[src/rtl/fre_defs.svh]
/*
  Constants of the file-register and jump execution block: opcode
  fields, register offsets, reset values and bus encodings.
  Assumes inclusion by the package and by the design modules.
*/
`ifndef FRE_DEFS_SVH
`define FRE_DEFS_SVH

// ****************************************
// Instruction word fields
// ****************************************
`define FRE_INSTR_W 14
`define FRE_FADDR_W 7
`define FRE_DATA_W 8
`define FRE_PC_W 15
`define FRE_LATCH_W 7
`define FRE_OPC_HI 13
`define FRE_OPC_LO 8
`define FRE_DEST_BIT 7
`define FRE_JOPC_LO 11
`define FRE_K_HI 10
`define FRE_LATCH_HI 6
`define FRE_LATCH_LO 3

// ****************************************
// Opcode patterns
// ****************************************
`define FRE_OPC_CLR 6'h01
`define FRE_OPC_DECREMENT_FILE 6'h03
`define FRE_OPC_COMPLEMENT_FILE 6'h09
`define FRE_OPC_DECREMENT_SKIP_ZERO 6'h0B
`define FRE_OPC_INCREMENT_SKIP_ZERO 6'h0F
`define FRE_OPC_JUMP 3'h5

// ****************************************
// Register offsets and reset values
// ****************************************
`define FRE_OFF_ACC 8'h00
`define FRE_OFF_STATUS 8'h04
`define FRE_OFF_LATCH 8'h08
`define FRE_OFF_PC 8'h0C
`define FRE_OFF_HI 7
`define FRE_ACC_RST 8'h00
`define FRE_LATCH_RST 7'h00
`define FRE_PC_RST 15'h0000

// ****************************************
// Data values and bus encodings
// ****************************************
`define FRE_ZERO8 8'h00
`define FRE_ONE8 8'h01
`define FRE_ONES8 8'hFF
`define FRE_RD_ZERO 32'h0000_0000
`define FRE_HTRANS_ACT 1
`define FRE_HRESP_OKAY 1'h0

`endif

[src/rtl/fre_pkg.sv]
/*
  Types of the file-register and jump execution block: operation
  enumeration and the packed state of the top module.
  Assumes fre_defs.svh on the include path.
*/
`include "fre_defs.svh"

package fre_pkg;

  typedef enum logic [2:0]
  {
    FRE_OP_NONE = 3'h0,
    FRE_OP_COMPLEMENT_FILE = 3'h1,
    FRE_OP_CLEAR_FILE = 3'h2,
    FRE_OP_DECREMENT_FILE = 3'h3,
    FRE_OP_CLEAR_ACCUMULATOR = 3'h4,
    FRE_OP_DECSZ = 3'h5,
    FRE_OP_INCSZ = 3'h6,
    FRE_OP_JUMP = 3'h7
  } fre_op_t;

  typedef struct packed
  {
    logic [`FRE_DATA_W-1:0] acc;
    logic zero;
    logic [`FRE_LATCH_W-1:0] latch;
    logic [`FRE_PC_W-1:0] pc;
    logic pc_load;
    logic discard;
    logic file_we;
    logic [`FRE_FADDR_W-1:0] file_addr;
    logic [`FRE_DATA_W-1:0] file_wdata;
    logic dp_wr;
    logic [`FRE_OFF_HI:0] dp_addr;
    logic [31:0] hrdata;
  } fre_state_t;

endpackage

[src/rtl/fre_alu.sv]
/*
  Decoder and arithmetic of the execution block: classifies one
  instruction word and computes its 8-bit result and side effects.
  Assumes the operand is the content of the addressed file register.
*/
`timescale 1ns/10ps
`include "fre_defs.svh"

module fre_alu
  import fre_pkg::*;
(
  // Instruction and operand
  input wire logic [`FRE_INSTR_W-1:0] instr_in,
  input wire logic [`FRE_DATA_W-1:0] operand_in,
  // Decoded results
  output fre_pkg::fre_op_t op_out,
  output logic [`FRE_DATA_W-1:0] result_out,
  output logic to_file_out,
  output logic to_acc_out,
  output logic zero_upd_out,
  output logic zero_val_out,
  output logic skip_out
);

  logic [5:0] opc;
  logic dest;

  assign opc = instr_in[`FRE_OPC_HI:`FRE_OPC_LO];
  assign dest = instr_in[`FRE_DEST_BIT];

  // ****************************************
  // Decode
  // ****************************************
  always_comb
  begin
    if (instr_in[`FRE_OPC_HI:`FRE_JOPC_LO] == `FRE_OPC_JUMP)
      op_out = FRE_OP_JUMP;
    else
    begin
      case (opc)
        `FRE_OPC_CLR: op_out = dest ? FRE_OP_CLEAR_FILE : FRE_OP_CLEAR_ACCUMULATOR;
        `FRE_OPC_DECREMENT_FILE: op_out = FRE_OP_DECREMENT_FILE;
        `FRE_OPC_COMPLEMENT_FILE: op_out = FRE_OP_COMPLEMENT_FILE;
        `FRE_OPC_DECREMENT_SKIP_ZERO: op_out = FRE_OP_DECSZ;
        `FRE_OPC_INCREMENT_SKIP_ZERO: op_out = FRE_OP_INCSZ;
        default: op_out = FRE_OP_NONE;
      endcase
    end
  end

  // ****************************************
  // Result and effects
  // ****************************************
  always_comb
  begin
    result_out = `FRE_ZERO8;
    to_file_out = 1'b0;
    to_acc_out = 1'b0;
    zero_upd_out = 1'b0;
    skip_out = 1'b0;
    case (op_out)
      FRE_OP_COMPLEMENT_FILE:
      begin
        result_out = ~operand_in;
        to_file_out = dest;
        to_acc_out = !dest;
        zero_upd_out = 1'b1;
      end
      FRE_OP_CLEAR_FILE:
      begin
        to_file_out = 1'b1;
        zero_upd_out = 1'b1;
      end
      FRE_OP_DECREMENT_FILE:
      begin
        result_out = operand_in - `FRE_ONE8;
        to_file_out = dest;
        to_acc_out = !dest;
        zero_upd_out = 1'b1;
      end
      FRE_OP_CLEAR_ACCUMULATOR:
      begin
        to_acc_out = 1'b1;
        zero_upd_out = 1'b1;
      end
      FRE_OP_DECSZ:
      begin
        result_out = operand_in - `FRE_ONE8;
        to_file_out = dest;
        to_acc_out = !dest;
        skip_out = (result_out == `FRE_ZERO8);
      end
      FRE_OP_INCSZ:
      begin
        result_out = operand_in + `FRE_ONE8;
        to_file_out = dest;
        to_acc_out = !dest;
        skip_out = (result_out == `FRE_ZERO8);
      end
      default:
      begin
        result_out = `FRE_ZERO8;
      end
    endcase
  end

  // Zero flag from the 8-bit result; clears set it too
  assign zero_val_out = (result_out == `FRE_ZERO8);

endmodule

[src/rtl/fre_exec.sv]
/*
  Execution block for complement, clear, decrement, skip-on-zero and
  absolute jump instructions, with an AHB-Lite register slave.
  Assumes file_rdata_in holds the register addressed by instr_in[6:0]
  in the cycle where instr_valid_in is high.
*/
//
// Summary of operation
// - Complement file register into selected destination, update zero
// - Clear file register and set zero flag
// - Decrement file register into selected destination, update zero
// - Clear accumulator and set zero flag
// - Decrement, write destination, skip next when zero
// - Increment, write destination, skip next when zero
// - Jump loads eleven-bit literal into low PC
// - Jump fills PC 14:11 from latch 6:3
`timescale 1ns/10ps
`include "fre_defs.svh"

module fre_exec
(
  // Clock and reset
  input wire logic mclk_in,
  input wire logic rst_b_in,
  // Instruction stream
  input wire logic instr_valid_in,
  input wire logic [`FRE_INSTR_W-1:0] instr_in,
  input wire logic [`FRE_DATA_W-1:0] file_rdata_in,
  // Data memory write
  output logic file_we_out,
  output logic [`FRE_FADDR_W-1:0] file_addr_out,
  output logic [`FRE_DATA_W-1:0] file_wdata_out,
  // Core state
  output logic [`FRE_DATA_W-1:0] acc_out,
  output logic zero_out,
  output logic [`FRE_PC_W-1:0] pc_out,
  output logic pc_load_out,
  output logic discard_out,
  // AHB-Lite slave
  input wire logic hsel_in,
  input wire logic [31:0] haddr_in,
  input wire logic [1:0] htrans_in,
  input wire logic hwrite_in,
  input wire logic [2:0] hsize_in,
  input wire logic [31:0] hwdata_in,
  input wire logic hready_in,
  output logic hreadyout_out,
  output logic hresp_out,
  output logic [31:0] hrdata_out
);

  import fre_pkg::*;

  fre_pkg::fre_state_t s_reg;
  fre_pkg::fre_state_t s_next;
  fre_op_t op;
  logic [`FRE_DATA_W-1:0] result;
  logic to_file;
  logic to_acc;
  logic zero_upd;
  logic zero_val;
  logic skip;
  logic exec;
  logic addr_ph;

  fre_alu u_alu
  (
    .instr_in(instr_in),
    .operand_in(file_rdata_in),
    .op_out(op),
    .result_out(result),
    .to_file_out(to_file),
    .to_acc_out(to_acc),
    .zero_upd_out(zero_upd),
    .zero_val_out(zero_val),
    .skip_out(skip)
  );

  // A discarded word executes as a no-operation
  assign exec = instr_valid_in && !s_reg.discard;
  assign addr_ph = hsel_in && hready_in && htrans_in[`FRE_HTRANS_ACT];

  function automatic logic [31:0] fre_read(input fre_state_t st,
                                           input logic [7:0] a);
    case (a)
      `FRE_OFF_ACC: fre_read = {24'h00_0000, st.acc};
      `FRE_OFF_STATUS: fre_read = {31'h0000_0000, st.zero};
      `FRE_OFF_LATCH: fre_read = {25'h000_0000, st.latch};
      `FRE_OFF_PC: fre_read = {17'h0_0000, st.pc};
      default: fre_read = `FRE_RD_ZERO;
    endcase
  endfunction

  // ****************************************
  // Next state
  // ****************************************
  always_comb
  begin
    s_next = s_reg;
    s_next.file_we = 1'b0;
    s_next.pc_load = 1'b0;
    // Bus data phase write
    if (s_reg.dp_wr)
    begin
      case (s_reg.dp_addr)
        `FRE_OFF_ACC: s_next.acc = hwdata_in[`FRE_DATA_W-1:0];
        `FRE_OFF_STATUS: s_next.zero = hwdata_in[0];
        `FRE_OFF_LATCH: s_next.latch = hwdata_in[`FRE_LATCH_W-1:0];
        default: s_next.zero = s_next.zero;
      endcase
    end
    // Each valid word consumes a pending discard
    if (instr_valid_in)
      s_next.discard = 1'b0;
    // Core execution wins over a same-cycle bus write
    if (exec)
    begin
      if (to_file)
      begin
        s_next.file_we = 1'b1;
        s_next.file_addr = instr_in[`FRE_FADDR_W-1:0];
        s_next.file_wdata = result;
      end
      if (to_acc)
        s_next.acc = result;
      if (zero_upd)
        s_next.zero = zero_val;
      if (skip)
        s_next.discard = 1'b1;
      if (op == FRE_OP_JUMP)
      begin
        s_next.pc = {s_reg.latch[`FRE_LATCH_HI:`FRE_LATCH_LO],
                     instr_in[`FRE_K_HI:0]};
        s_next.pc_load = 1'b1;
        s_next.discard = 1'b1;
      end
    end
    // Address phase capture and read data
    s_next.dp_wr = addr_ph && hwrite_in;
    if (addr_ph)
    begin
      s_next.dp_addr = {haddr_in[`FRE_OFF_HI:2], 2'h0};
      if (!hwrite_in)
        s_next.hrdata = fre_read(s_next, {haddr_in[`FRE_OFF_HI:2], 2'h0});
    end
  end

  always_ff @(posedge mclk_in or negedge rst_b_in)
  begin
    if (!rst_b_in)
      s_reg <= '0;
    else
      s_reg <= s_next;
  end

  // ****************************************
  // Outputs
  // ****************************************
  assign file_we_out = s_reg.file_we;
  assign file_addr_out = s_reg.file_addr;
  assign file_wdata_out = s_reg.file_wdata;
  assign acc_out = s_reg.acc;
  assign zero_out = s_reg.zero;
  assign pc_out = s_reg.pc;
  assign pc_load_out = s_reg.pc_load;
  assign discard_out = s_reg.discard;
  assign hreadyout_out = 1'b1;
  assign hresp_out = `FRE_HRESP_OKAY;
  assign hrdata_out = s_reg.hrdata;

  logic [3:0] latch_hi;
  assign latch_hi = s_reg.latch[`FRE_LATCH_HI:`FRE_LATCH_LO];
endmodule

[config.mk]
export PLATFORM = sky130hd
export DESIGN_NAME = fre_exec
export DESIGN_NICKNAME = d
export VERILOG_FILES = /design/src/rtl/fre_pkg.sv /design/src/rtl/fre_alu.sv /design/src/rtl/fre_exec.sv
export VERILOG_INCLUDE_DIRS = /design/src /design/src/rtl
export SDC_FILE = /design/constraint.sdc
export NUM_CORES = 1
export LEC_CHECK = 0
export BUFFER_PORTS_ARGS = -buffer_cell sky130_fd_sc_hd__buf_2
export CORE_ASPECT_RATIO = 1.5
export CORE_MARGIN = 5
export CORE_UTILIZATION = 35
export DETAILED_ROUTE_END_ITERATION = 8
export MAX_ROUTING_LAYER = met4
export PLACE_DENSITY = 0.69
export SYNTH_ARGS = -nofsm -noshare
export SYNTH_HDL_FRONTEND = slang
export SYNTH_HIERARCHICAL = 1
export SYNTH_SLANG_ARGS = --single-unit
[constraint.sdc]
create_clock -name mclk_in -period 2.6 [get_ports mclk_in]
set_clock_uncertainty 0.1 [all_clocks]
set_input_delay 0.13 -clock mclk_in [delete_from_list [all_inputs] [get_ports mclk_in]]
set_output_delay 0.13 -clock mclk_in [all_outputs]
set_load 0.005 [all_outputs]
# Yosys cells after proc, flatten, opt, wreduce, memory -nomap -nowiden
# Index checks and enable logic that the tools add are counted.
[word_totals] regBits=88 inputBits=97 output_inout_bits=76 word_cells=71
[classes] addsub=2 n_eq_ne=18 mux=21 bitwise_logic=2 n_reduce_logical=16
[op_table] cell="one-hot mux 15 bit (4 select lines)" count=1
[op_table] cell="2-to-1 mux 33 bit" count=1
[op_table] cell="zero test 8 bit" count=4
[op_table] cell="2-to-1 mux 16 bit" count=2
[op_table] cell="== test 6 x 2 -> 1 bit (second input constant)" count=4
[op_table] cell="one-hot mux 8 bit (3 select lines)" count=1
[op_table] cell="== test 6 x 1 -> 1 bit (second input constant)" count=3
[op_table] cell="== test 6 x 4 -> 1 bit (second input constant)" count=3
[op_table] cell="2-to-1 mux 17 bit" count=1
[op_table] cell="2-to-1 mux 8 bit" count=2
[op_table] cell="== test 3 bit (second input constant)" count=5
[op_table] cell="one-hot mux 3 bit (5 select lines)" count=1
[op_table] cell="2-to-1 mux 9 bit" count=1
[op_table] cell="adder 8 x 1 -> 8 bit (second input constant)" count=1
[op_table] cell="inverter 8 bit" count=1
[op_table] cell="OR reduction 4 bit" count=2
[op_table] cell="subtractor 8 x 1 -> 8 bit (second input constant)" count=1
[op_table] cell="2-to-1 mux 7 bit" count=1
[op_table] cell="== test 3 x 2 -> 1 bit (second input constant)" count=2
[op_table] cell="zero test 6 bit" count=1
[op_table] cell="2-to-1 mux 3 bit" count=2
[op_table] cell="one-hot mux 1 bit (2 select lines)" count=3
[op_table] cell="2-to-1 mux 1 bit" count=5
[op_table] cell="logical AND 1 bit" count=4
[op_table] cell="5 further kinds" count=7

# Logic depth before layout (Yosys ltp)
# Gate-level depths: netlist of the first run.
[depth] word_depth=10 mapped_depth=11 depth_no_buf=11

# Hierarchy
# The synthesis of the first run kept the hierarchy.
[modules_own_cells] mod="fre_exec" n_inst=1 cells_per_inst=305 area_each_um2=3515.9 seq_area_each_um2=1776.7
[modules_own_cells] mod="fre_alu" n_inst=1 cells_per_inst=118 area_each_um2=798.3 seq_area_each_um2=0.0

# Worst setup path after synthesis of the first run
# No wires, ideal clock.
[synth_timing] path_kind="in2reg" startpoint="input file_rdata_in[1]" endpoint="register s_reg (netlist bit hrdata_out[0])" arrival_time_ps=2055 path_slack_ps=358 stages=10 cell_sequence="inv_1 > ha_1 > or3b_1 > a221oi_1 > o22ai_1 > nor4_2 > o2111ai_1 > a31o_2 > o221a_2 > o211ai_1"
[synth_between] elab_chain_cells=6 elab_cells_between_ends=8 cone_classes="add/sub (2); mux (4); bitwise (1); reduce/logical (1)"
[synth_rtl] item="start, declared" line_no="fre_exec.sv:28" rtl="input wire logic [`FRE_DATA_W-1:0] file_rdata_in,"
[synth_rtl] item="adder 8 x 1 -> 8 bit (no source line), or another cell as far along"
[synth_rtl] item="one-hot mux 8 bit (3 select lines) *" line_no="fre_alu.sv:61" rtl="case (op_out)"
[synth_rtl] item="zero test 8 bit (no source line) *"
[synth_rtl] item="named net zero_val" line_no="fre_exec.sv:61" rtl="logic zero_val;"
[synth_rtl] item="2-to-1 mux 1 bit *" line_no="fre_exec.sv:126" rtl="if (zero_upd)"
[synth_rtl] item="2-to-1 mux 9 bit *" line_no="fre_exec.sv:116" rtl="if (exec)"
[synth_rtl] item="one-hot mux 15 bit (4 select lines) *" line_no="fre_exec.sv:85" rtl="case (a)"
[synth_rtl] item="end signal, assigned" line_no="fre_exec.sv:153" rtl="s_reg <= s_next;"
[synth_rtl] item="end, declared" line_no="fre_exec.sv:54" rtl="fre_pkg::fre_state_t s_reg;"
# The timed path passes the listed nets; every way through them passes the cells marked *.
# A chain may end at the register's enable or synchronous reset.

# Worst setup path after layout of the first run
[layout_timing] startpoint="input file_rdata_in[1]" endpoint="register s_reg (netlist bit hrdata_out[0])"
[layout_between] elab_chain_cells=6 elab_cells_between_ends=8 cone_classes="add/sub (2); mux (4); bitwise (1); reduce/logical (1)"
[layout_rtl] item="adder 8 x 1 -> 8 bit (no source line) or subtractor 8 x 1 -> 8 bit (tied branches)"
[layout_rtl] item="one-hot mux 8 bit (3 select lines) *" line_no="fre_alu.sv:61"
[layout_rtl] item="named net result[7]" line_no="fre_exec.sv:57" rtl="logic [`FRE_DATA_W-1:0] result;"
[layout_rtl] item="zero test 8 bit (no source line) *"
[layout_rtl] item="named net zero_val" line_no="fre_exec.sv:61"
[layout_rtl] item="2-to-1 mux 1 bit *" line_no="fre_exec.sv:126"
[layout_rtl] item="2-to-1 mux 9 bit *" line_no="fre_exec.sv:116"
[layout_rtl] item="one-hot mux 15 bit (4 select lines) *" line_no="fre_exec.sv:85"
# Marks and branches as above.

==> impl_metrics.toml, run 1 <==
[cts]
tritoncts = "built"
cts-root-buf = "clkbuf_16"
clk_pin_slew_ns = 0.06
post-cts-setup-buffers = 0
h-tree-depth = 3
cts_buffers = 9
cts.sinks = 71
worst_skew_pair.late_latency_ns = 0.33
cts.path.max_buffers = 2

[global_routing]
grt_pass1_vias = 3700
antenna_found_initial = 0
grt.total_usage_pct = 16.8
grt_remaining_overflow = 0
grt_pass1_wl_um = 18800
grt_start_max_net_pins = 72

[sta]
fin_crit_sh_pct = 94.0
rsz0062_at_grt = "false"
relSlewSlack_pct = 38.9
worst_slew_pin_slew_ns = 0.917
min_period_ns = 2.44
setup_viol = 0
hold_violations = 0
clock.fmax_ghz = 0.409
slew_viol_final = 0

[setup_path]
reg2reg_to = "hrdata_out[7]"
regToRegStartpoint = "s_reg[35]"
arrival_ns = 2.59
r2r_cells = 5
cpPeakStageDelay_ns = 0.38
rrSetupSlack_ns = 0.28
crit_family = "simple AND/OR/NAND/NOR gates"
worstSetupEndpointType = "flip-flop"
criticalPathCategory = "input pin to flip-flop"
path_common_cell = "buf_4"
critPathMaxFanout = 4
worstPathRequired_ns = 2.74
cp-start-kind = "input pin"
path_buf_inv = 4
critPathSlowestCell = "nor4_2"
path_cells = "buf_2 -> buf_4 -> or3_4 -> nor3_4 -> a21o_1 -> a32oi_1 -> buf_4 -> nor4_2 -> buf_4 -> o2111ai_1 -> a31o_2 -> o221a_2 -> o211ai_1"

[yosys]
yosys-top-cells-area = "dfrtp_1 41%, buf_4 13%, mux2_2 10%"
synth_commonest_cells = "74 x buf_4, 71 x dfrtp_1, 39 x mux2_2, 26 x nor2_1, 24 x nand2_1"
synth_flop_cell = "dfrtp_1"
ys_ff_latch = 71
yosysTopAreaCellShare_pct = 41.2
syn_area_per_cell_sq_um = 10.2
synth_area_sq_um = 4310
synthDistinctLibCells = 65
synth.most_common_cell = "buf_4"
async_reset_ff_share_pct = 100
synth_area_leader_cell = "dfrtp_1"
synth-edff-count = 0
ys_seq_area_share_pct = 41.2
yosysWarnings = 6
syn_inst = 423

[place]
post-dp-hpwl_um = 9330
place_inst = 645
place_congestion = 0.894
io_buffers = 99

[detailed_routing]
wl_per_cell_um = 17.3
drcViolationCount = 0
dr.pass1.iters = 6
vias_per_cell = 5.11
drt_wl_total_um = 11800
drtIter0Drc = 183
num_vias = 3474
antenna_left = 0

[flow_run]
maxCapViolCount = 0

[run_status]
status = "complete, no violations"

[power]
peakVddDrop_uv = 326
p_per_area_nw_per_um2 = 612
power.static_leakage_uw = 0.00268
fin_total_pwr_uw = 3230

[finish]
n_fill_cell = 1173
n_antenna_cell = 0
fin_cells = 680
areaGrowthSynthToFinish_pct = 22.4
drive_above_1_share_pct = 40.0
fin_util_pct = 43.9
nets = 623

[floorplanning]
core_area_sq_um = 12000
placement_rows = 49
die_w_um = 101
fp.dieH_um = 146
die_area_sq_um = 14700
initial_core_util_pct = 35.9
num_io_pins = 173

[min_path]
min_path_cells = 2
min_from = "instr_in[7]"
hold_end = "pc_out[7]"
min_path_type = "input pin to flip-flop"
## power by group
part | internal, uW | switching (uW) | total, uW
logic | 278 | 286 | 564
clock network | 890 | 451 | 1340
registers | 1240 | 86.9 | 1330
total | 2410 | 824 | 3230
## cell usage in the layout (no fill, tap or decap), drive strengths merged, types with 3 or more instances in the layout
cell,count
o22ai,5
nand4,6
o221a,3
a221oi,4
inv,19
a21o,4
nor2,28
a22oi,5
xnor2,3
a211o,7
dfrtp,71
nand3,7
o21ai,4
mux2i,8
or2,3
a32oi,3
nor3,17
o211ai,6
conb,19
a2111oi,4
mux2,39
nand2,24
a21oi,14
ha,4
nor4,6
clkbuf,11
dlygate4sd3,19
a22o,8
buf,139
## cell families after synthesis
logic type / share of synthesized area [%]
other cells: 0.174
compound gates: 13.6
mux: 12.0
buf+inv: 16.3
simple gates: 14.7
fa+ha+maj: 1.16
xor+xnor: 0.812
flops: 41.2
## worst max path at each step
stage                           from       endpoint  slack (ns)  cells past startpoint
global route        file_rdata_in[0]  hrdata_out[0]        0.01                     14
floorplan           file_rdata_in[1]  hrdata_out[0]        0.36                     10
detailed placement  file_rdata_in[0]  hrdata_out[0]       -0.19                     14
global placement    file_rdata_in[0]  hrdata_out[0]       -0.16                     13
CTS                 file_rdata_in[0]  hrdata_out[0]        0.16                     13
finish              file_rdata_in[1]  hrdata_out[0]        0.16                     13
## cell type report
cell class	instances	area [sq um]	share of cell area, %
Inverter	19	71.3	1.35
Tap cell	153	191	3.63
Sequential cell	71	1780	33.6
Timing Repair Buffer	158	998	18.9
Clock inverter	5	80.1	1.52
Clock buffer	11	253	4.79
Multi-Input combinational cell	263	1910	36.2
## stage by stage
| step | hold slack, ns | TNS, ns | setup slack [ns] | area (sq um) |
|---|---|---|---|---|
| floorplan | -0.266 | 0 | 0.358 | 4380 |
| global placement | 0.271 | -0.161 | -0.161 | 4750 |
| detailed placement | 0.283 | -0.185 | -0.185 | 4750 |
| CTS | 0.00568 | 0 | 0.156 | 5270 |
| global route | 0.0239 | 0 | 0.0126 | 5280 |
| finish | 0.0261 | 0 | 0.155 | 5280 |
## layer usage
metal  part of all wire, %  wire length [um]  track usage [%]
met1                    37              4390             17.6
met2                    54              6410             29.5
met3                   4.2               494             2.78
met4                   4.1               484             8.70
met5                     0                 0                -
## what timing repair did
| action | CTS | global route |
|---|---|---|
| endpoints found under the hold margin | 95 | 0 |
| gates resized for setup | 0 | 2 |
| hold buffers | 19 | 0 |
| endpoints found under the setup margin | 0 | 1 |
Power figures use the tool's default switching activity.
==> inputs of run 2 (changes only) <==
- SETUP_SLACK_MARGIN: unset -> 0.4
==> run 2 against run 1 <==
Compared with the run above:
- die area unchanged
- hold slack better by 0.00080 ns
- highest routed layer unchanged
- wire length increased by 1.8%
- critical path type unchanged
- first-iteration DRC count rose by 8.2%
- clock-buffer cell count down 1
- sequential share of layout area decreased by 0.92 points
==> impl_metrics.toml, run 2 (synthesis results as in run 1) <==
[sta]
slew_viol_final = 0
setup_ws_ns = 0.340
setup_viol = 0
fin_crit_sh_pct = 86.9
hold_violations = 0
min_period_ns = 2.26
whs_ns = 0.0269
clock.fmax_ghz = 0.442
worst_slew_pin_slew_ns = 0.927
relSlewSlack_pct = 38.2
rsz0062_at_grt = "true"

[global_routing]
grt_start_max_net_pins = 43
grt.total_usage_pct = 16.9
grt_pass1_wl_um = 18800
grt_remaining_overflow = 0
antenna_found_initial = 0
grt_pass1_vias = 3685

[cts]
cts-root-buf = "clkbuf_16"
cts.path.max_buffers = 2
h-tree-depth = 3
tritoncts = "built"
cts_buffers = 9
clk_pin_slew_ns = 0.05
worst_skew_pair.late_latency_ns = 0.33
cts.sinks = 71

[floorplanning]
die_w_um = 101
num_io_pins = 173
fp.dieH_um = 146
initial_core_util_pct = 35.9
core_area_sq_um = 12000
die_area_sq_um = 14700
placement_rows = 49

[detailed_routing]
vias_per_cell = 5.09
drtIter0Drc = 198
antenna_left = 0
num_vias = 3479
wl_per_cell_um = 17.5
drcViolationCount = 0
dr.pass1.iters = 4
drt_wl_total_um = 12000

[finish]
layout_commonest_cell = "buf_2"
drive_above_1_share_pct = 42.2
areaGrowthSynthToFinish_pct = 25.8
design_area_sq_um = 5430
final_cell_mix = "97 x buf_2, 71 x dfrtp_1, 42 x buf_4"
n_antenna_cell = 0
nets = 627
fin_util_pct = 45.2
n_fill_cell = 1152

[setup_path]
worstSetupEndpointType = "flip-flop"
cp-start-kind = "input pin"
criticalPathCategory = "input pin to flip-flop"
arrival_ns = 2.40
critPathMaxFanout = 6
path_buf_inv = 3
crit_family = "simple AND/OR/NAND/NOR gates"
path_common_cell = "buf_4"
cpPeakStageDelay_ns = 0.42
worstPathRequired_ns = 2.74
critPathSlowestCell = "or3_4"
path_cells = "buf_6 -> or3_4 -> nor3_4 -> a21o_1 -> a32oi_1 -> buf_4 -> nor4_4 -> buf_4 -> o2111ai_2 -> a31o_2 -> o221a_4 -> o211ai_1"

[run_status]
status = "complete, no violations"

[place]
dpl-instance-area_sq_um = 4750
place_ws_ns = -0.181
place_congestion = 0.872
io_buffers = 99
post-dp-hpwl_um = 9390

[flow_run]
maxCapViolCount = 0

[min_path]
min_path_type = "input pin to flip-flop"

[power]
peakVddDrop_uv = 345
power.static_leakage_uw = 0.00273
p_per_area_nw_per_um2 = 607
## run 2: final timing paths
path / start / endpoint / slack, ns / cells after the start
hold / removal: instr_in[7] / pc_out[7] / 0.03 / 2
setup / recovery: file_rdata_in[0] / hrdata_out[0] / 0.34 / 12
min in group asynchronous: rst_b_in / pc_load_out / 0.38 / 2
setup reg to reg: s_reg[37] / hrdata_out[7] / 0.50 / 5
max in group asynchronous: rst_b_in / pc_out[5] / 1.25 / 3
hold reg to reg: file_wdata_out[2] / file_wdata_out[2] / 0.40 / 1
## run 2: area by class of cell
class | instances | area [sq um] | area share (%)
Inverter | 19 | 76.3 | 1.41
Clock inverter | 6 | 109 | 2.01
Sequential cell | 71 | 1780 | 32.7
Timing Repair Buffer | 162 | 1050 | 19.3
Tap cell | 153 | 191 | 3.53
Multi-Input combinational cell | 263 | 2000 | 36.8
Clock buffer | 10 | 229 | 4.22
## run 2: stage by stage
step | total power [uW] | TNS, ns | instances
after floorplan | 1730 | 0 | 440
after global placement | 1860 | -0.224 | 644
after detailed placement | 1890 | -0.181 | 644
after CTS | 3320 | 0 | 683
after global routing | 3440 | 0 | 684
final | 3290 | 0 | 684
## run 2: routing by layer
layer | up-vias | track usage (%) | share of wire (%) | routed length (um)
met5 | - | - | 0 | 0
met4 | 0 | 8.97 | 4.1 | 495
met3 | 36 | 3.50 | 5.3 | 637
met2 | 127 | 30.1 | 55 | 6580
met1 | 1679 | 16.9 | 36 | 4280
li1 | 1637 | - | - | -
## run 2: report_power, final
group	internal [uW]	switching [uW]
combinational	291	299
sequential	1240	85.3
clock	934	443
total	2470	827
## run 2: timing repair
action                     CTS  global route
buffers inserted             3             1
hold endpoints to repair    65             0
resized for setup           19             4
setup endpoints to repair    2             2
hold buffers                20             0
gates cloned                 0             0
pin swaps                    7             3
==> inputs of run 3 (changes only) <==
- CORE_UTILIZATION: 35 -> 39
- PLACE_DENSITY: 0.69 -> 0.75
==> run 3 against run 2 <==
Compared with the run above:
- combinational power about the same
- sequential share of layout area up 0.28 points
- fmax down 0.44%
- wire length down 2.4%
- setup slack worse by 0.010 ns
- final cell count down 1.8%
- utilization up 4.0 points
- sequential power about the same
- critical path depth up 1
- total power down 5.0%
- critical endpoint unchanged
- highest routed layer unchanged
==> impl_metrics.toml, run 3 (synthesis results as in run 1) <==
[cts]
cts-root-buf = "clkbuf_16"
h-tree-depth = 3
worst_skew_pair.late_latency_ns = 0.33
cts.sinks = 71
tritoncts = "built"
clk_pin_slew_ns = 0.06
cts.path.max_buffers = 2
cts_buffers = 9

[finish]
fin_cells = 672
n_antenna_cell = 0
layout_commonest_cell = "buf_2"
multi_input_area_sq_um = 2040
design_area_sq_um = 5380
n_fill_cell = 1045
areaGrowthSynthToFinish_pct = 24.7
final_cell_mix = "97 x buf_2, 71 x dfrtp_1, 39 x mux2_2"
fin_util_pct = 49.2
ff_latch_area_sq_um = 1780
nets = 621
drive_above_1_share_pct = 42.1

[sta]
clock.fmax_ghz = 0.441
min_period_ns = 2.27
fin_crit_sh_pct = 87.3
setup_viol = 0
setup_tns_ns = 0
rsz0062_at_grt = "true"
worst_slew_pin_slew_ns = 0.792
hold_violations = 0
slew_viol_final = 0
relSlewSlack_pct = 47.0

[detailed_routing]
drtIter0Drc = 195
vias_per_cell = 5.12
dr.pass1.iters = 4
wl_per_cell_um = 17.4
drcViolationCount = 0
drt_wl_total_um = 11700
antenna_left = 0
num_vias = 3439

[global_routing]
grt_util_met1_pct = 18.7
use_met2_pct = 33.3
grt_start_max_net_pins = 43
grt.total_usage_pct = 18.5
grt_pass1_wl_um = 18400
use_met3_pct = 3.53
grt_remaining_overflow = 0
grt_pass1_vias = 3662
antenna_found_initial = 0
top_usage_layer = "met2"

[run_status]
status = "complete, no violations"

[floorplanning]
initial_core_util_pct = 39.4
die_area_sq_um = 13300
core_area_sq_um = 10900
die_w_um = 95.9
fp.dieH_um = 139
num_io_pins = 173
placement_rows = 47

[place]
post-dp-hpwl_um = 9030
place_inst = 630
place_congestion = 0.907
dpl-instance-area_sq_um = 4680
io_buffers = 99

[flow_run]
maxCapViolCount = 0

[power]
p_per_area_nw_per_um2 = 582
fin_total_pwr_uw = 3130
peakVddDrop_uv = 345
power.static_leakage_uw = 0.00268

[setup_path]
worstSetupEndpointType = "flip-flop"
critPathSlowestCell = "or3b_4"
setup.worst_path.start = "file_rdata_in[0]"
criticalPathCategory = "input pin to flip-flop"
path_common_cell = "buf_6"
crit_family = "compound AO/OA/AOI/OAI gates"
path_buf_inv = 4
critPathMaxFanout = 6
regToRegStartpoint = "s_reg[35]"
worstPathRequired_ns = 2.75
path_cells = "buf_6 -> inv_4 -> ha_4 -> or3b_4 -> buf_6 -> a221oi_4 -> o22ai_2 -> nor4_4 -> buf_4 -> o2111ai_2 -> a31o_2 -> o221a_4 -> o211ai_1"
cpPeakStageDelay_ns = 0.40
cp-start-kind = "input pin"
arrival_ns = 2.42

[min_path]
min_from = "instr_in[7]"
min_path_type = "input pin to flip-flop"
[run 3: cell count changes in the layout (fill, tap and decap cells not counted), sizes merged]
cell,change
buf,-6
clkbuf,+1
clkinvlp,+3
bufinv,-2
clkinv,-2
[run 3: cell type report]
| class | instances | share of cell area (%) |
|---|---|---|
| Multi-Input combinational cell | 263 | 37.9 |
| Inverter | 19 | 1.42 |
| Clock buffer | 11 | 4.51 |
| Tap cell | 147 | 3.42 |
| Timing Repair Buffer | 156 | 18.7 |
| Clock inverter | 5 | 1.07 |
| Sequential cell | 71 | 33.0 |
[run 3: layer usage]
metal / share of wire [%] / vias up / wire length (um)
met5: 0 / - / 0
met4: 3.4 / 0 / 403
met3: 4.7 / 24 / 550
met2: 56 / 106 / 6590
met1: 35 / 1681 / 4150
li1: - / 1628 / -
[run 3: final timing paths]
| kind | slack, ns | cells after the start | endpoint |
|---|---|---|---|
| worst max-delay path | 0.33 | 13 | hrdata_out[0] |
| worst min-delay path | 0.02 | 2 | pc_out[7] |
| worst max register to register | 0.51 | 5 | hrdata_out[7] |
| worst min register to register | 0.39 | 2 | hrdata_out[2] |
| max in group asynchronous | 1.46 | 3 | pc_out[5] |
| min in group asynchronous | 0.28 | 2 | file_addr_out[0] |
[run 3: worst reg2reg max path, stage by stage (launching register included)]
cell and delay, ns:
dfrtp_1 0.40, or4_4 0.56, or2_4 0.33, mux2i_4 0.22
a211oi_2 0.28, a221o_1 0.14
[run 3: power by group]
| group | internal, uW | switching, uW |
|---|---|---|
| logic | 292 | 299 |
| registers | 1240 | 84.1 |
| clock network | 766 | 447 |
[run 3: per-stage QoR]
| stage | hold WS, ns | setup WS (ns) |
|---|---|---|
| global placement | 0.0883 | -0.117 |
| CTS | 0.00921 | 0.318 |
| floorplan | -0.266 | 0.393 |
| global route | 0.0174 | 0.236 |
| finish | 0.0232 | 0.330 |
| detailed placement | 0.112 | -0.120 |
[run 3: timing repair]
item,CTS,global route
hold buffers,20,0
buffers inserted,5,1
endpoints found under the hold margin,53,0
pin swaps,7,5
endpoints found under the setup margin,2,2
gates resized for setup,20,10
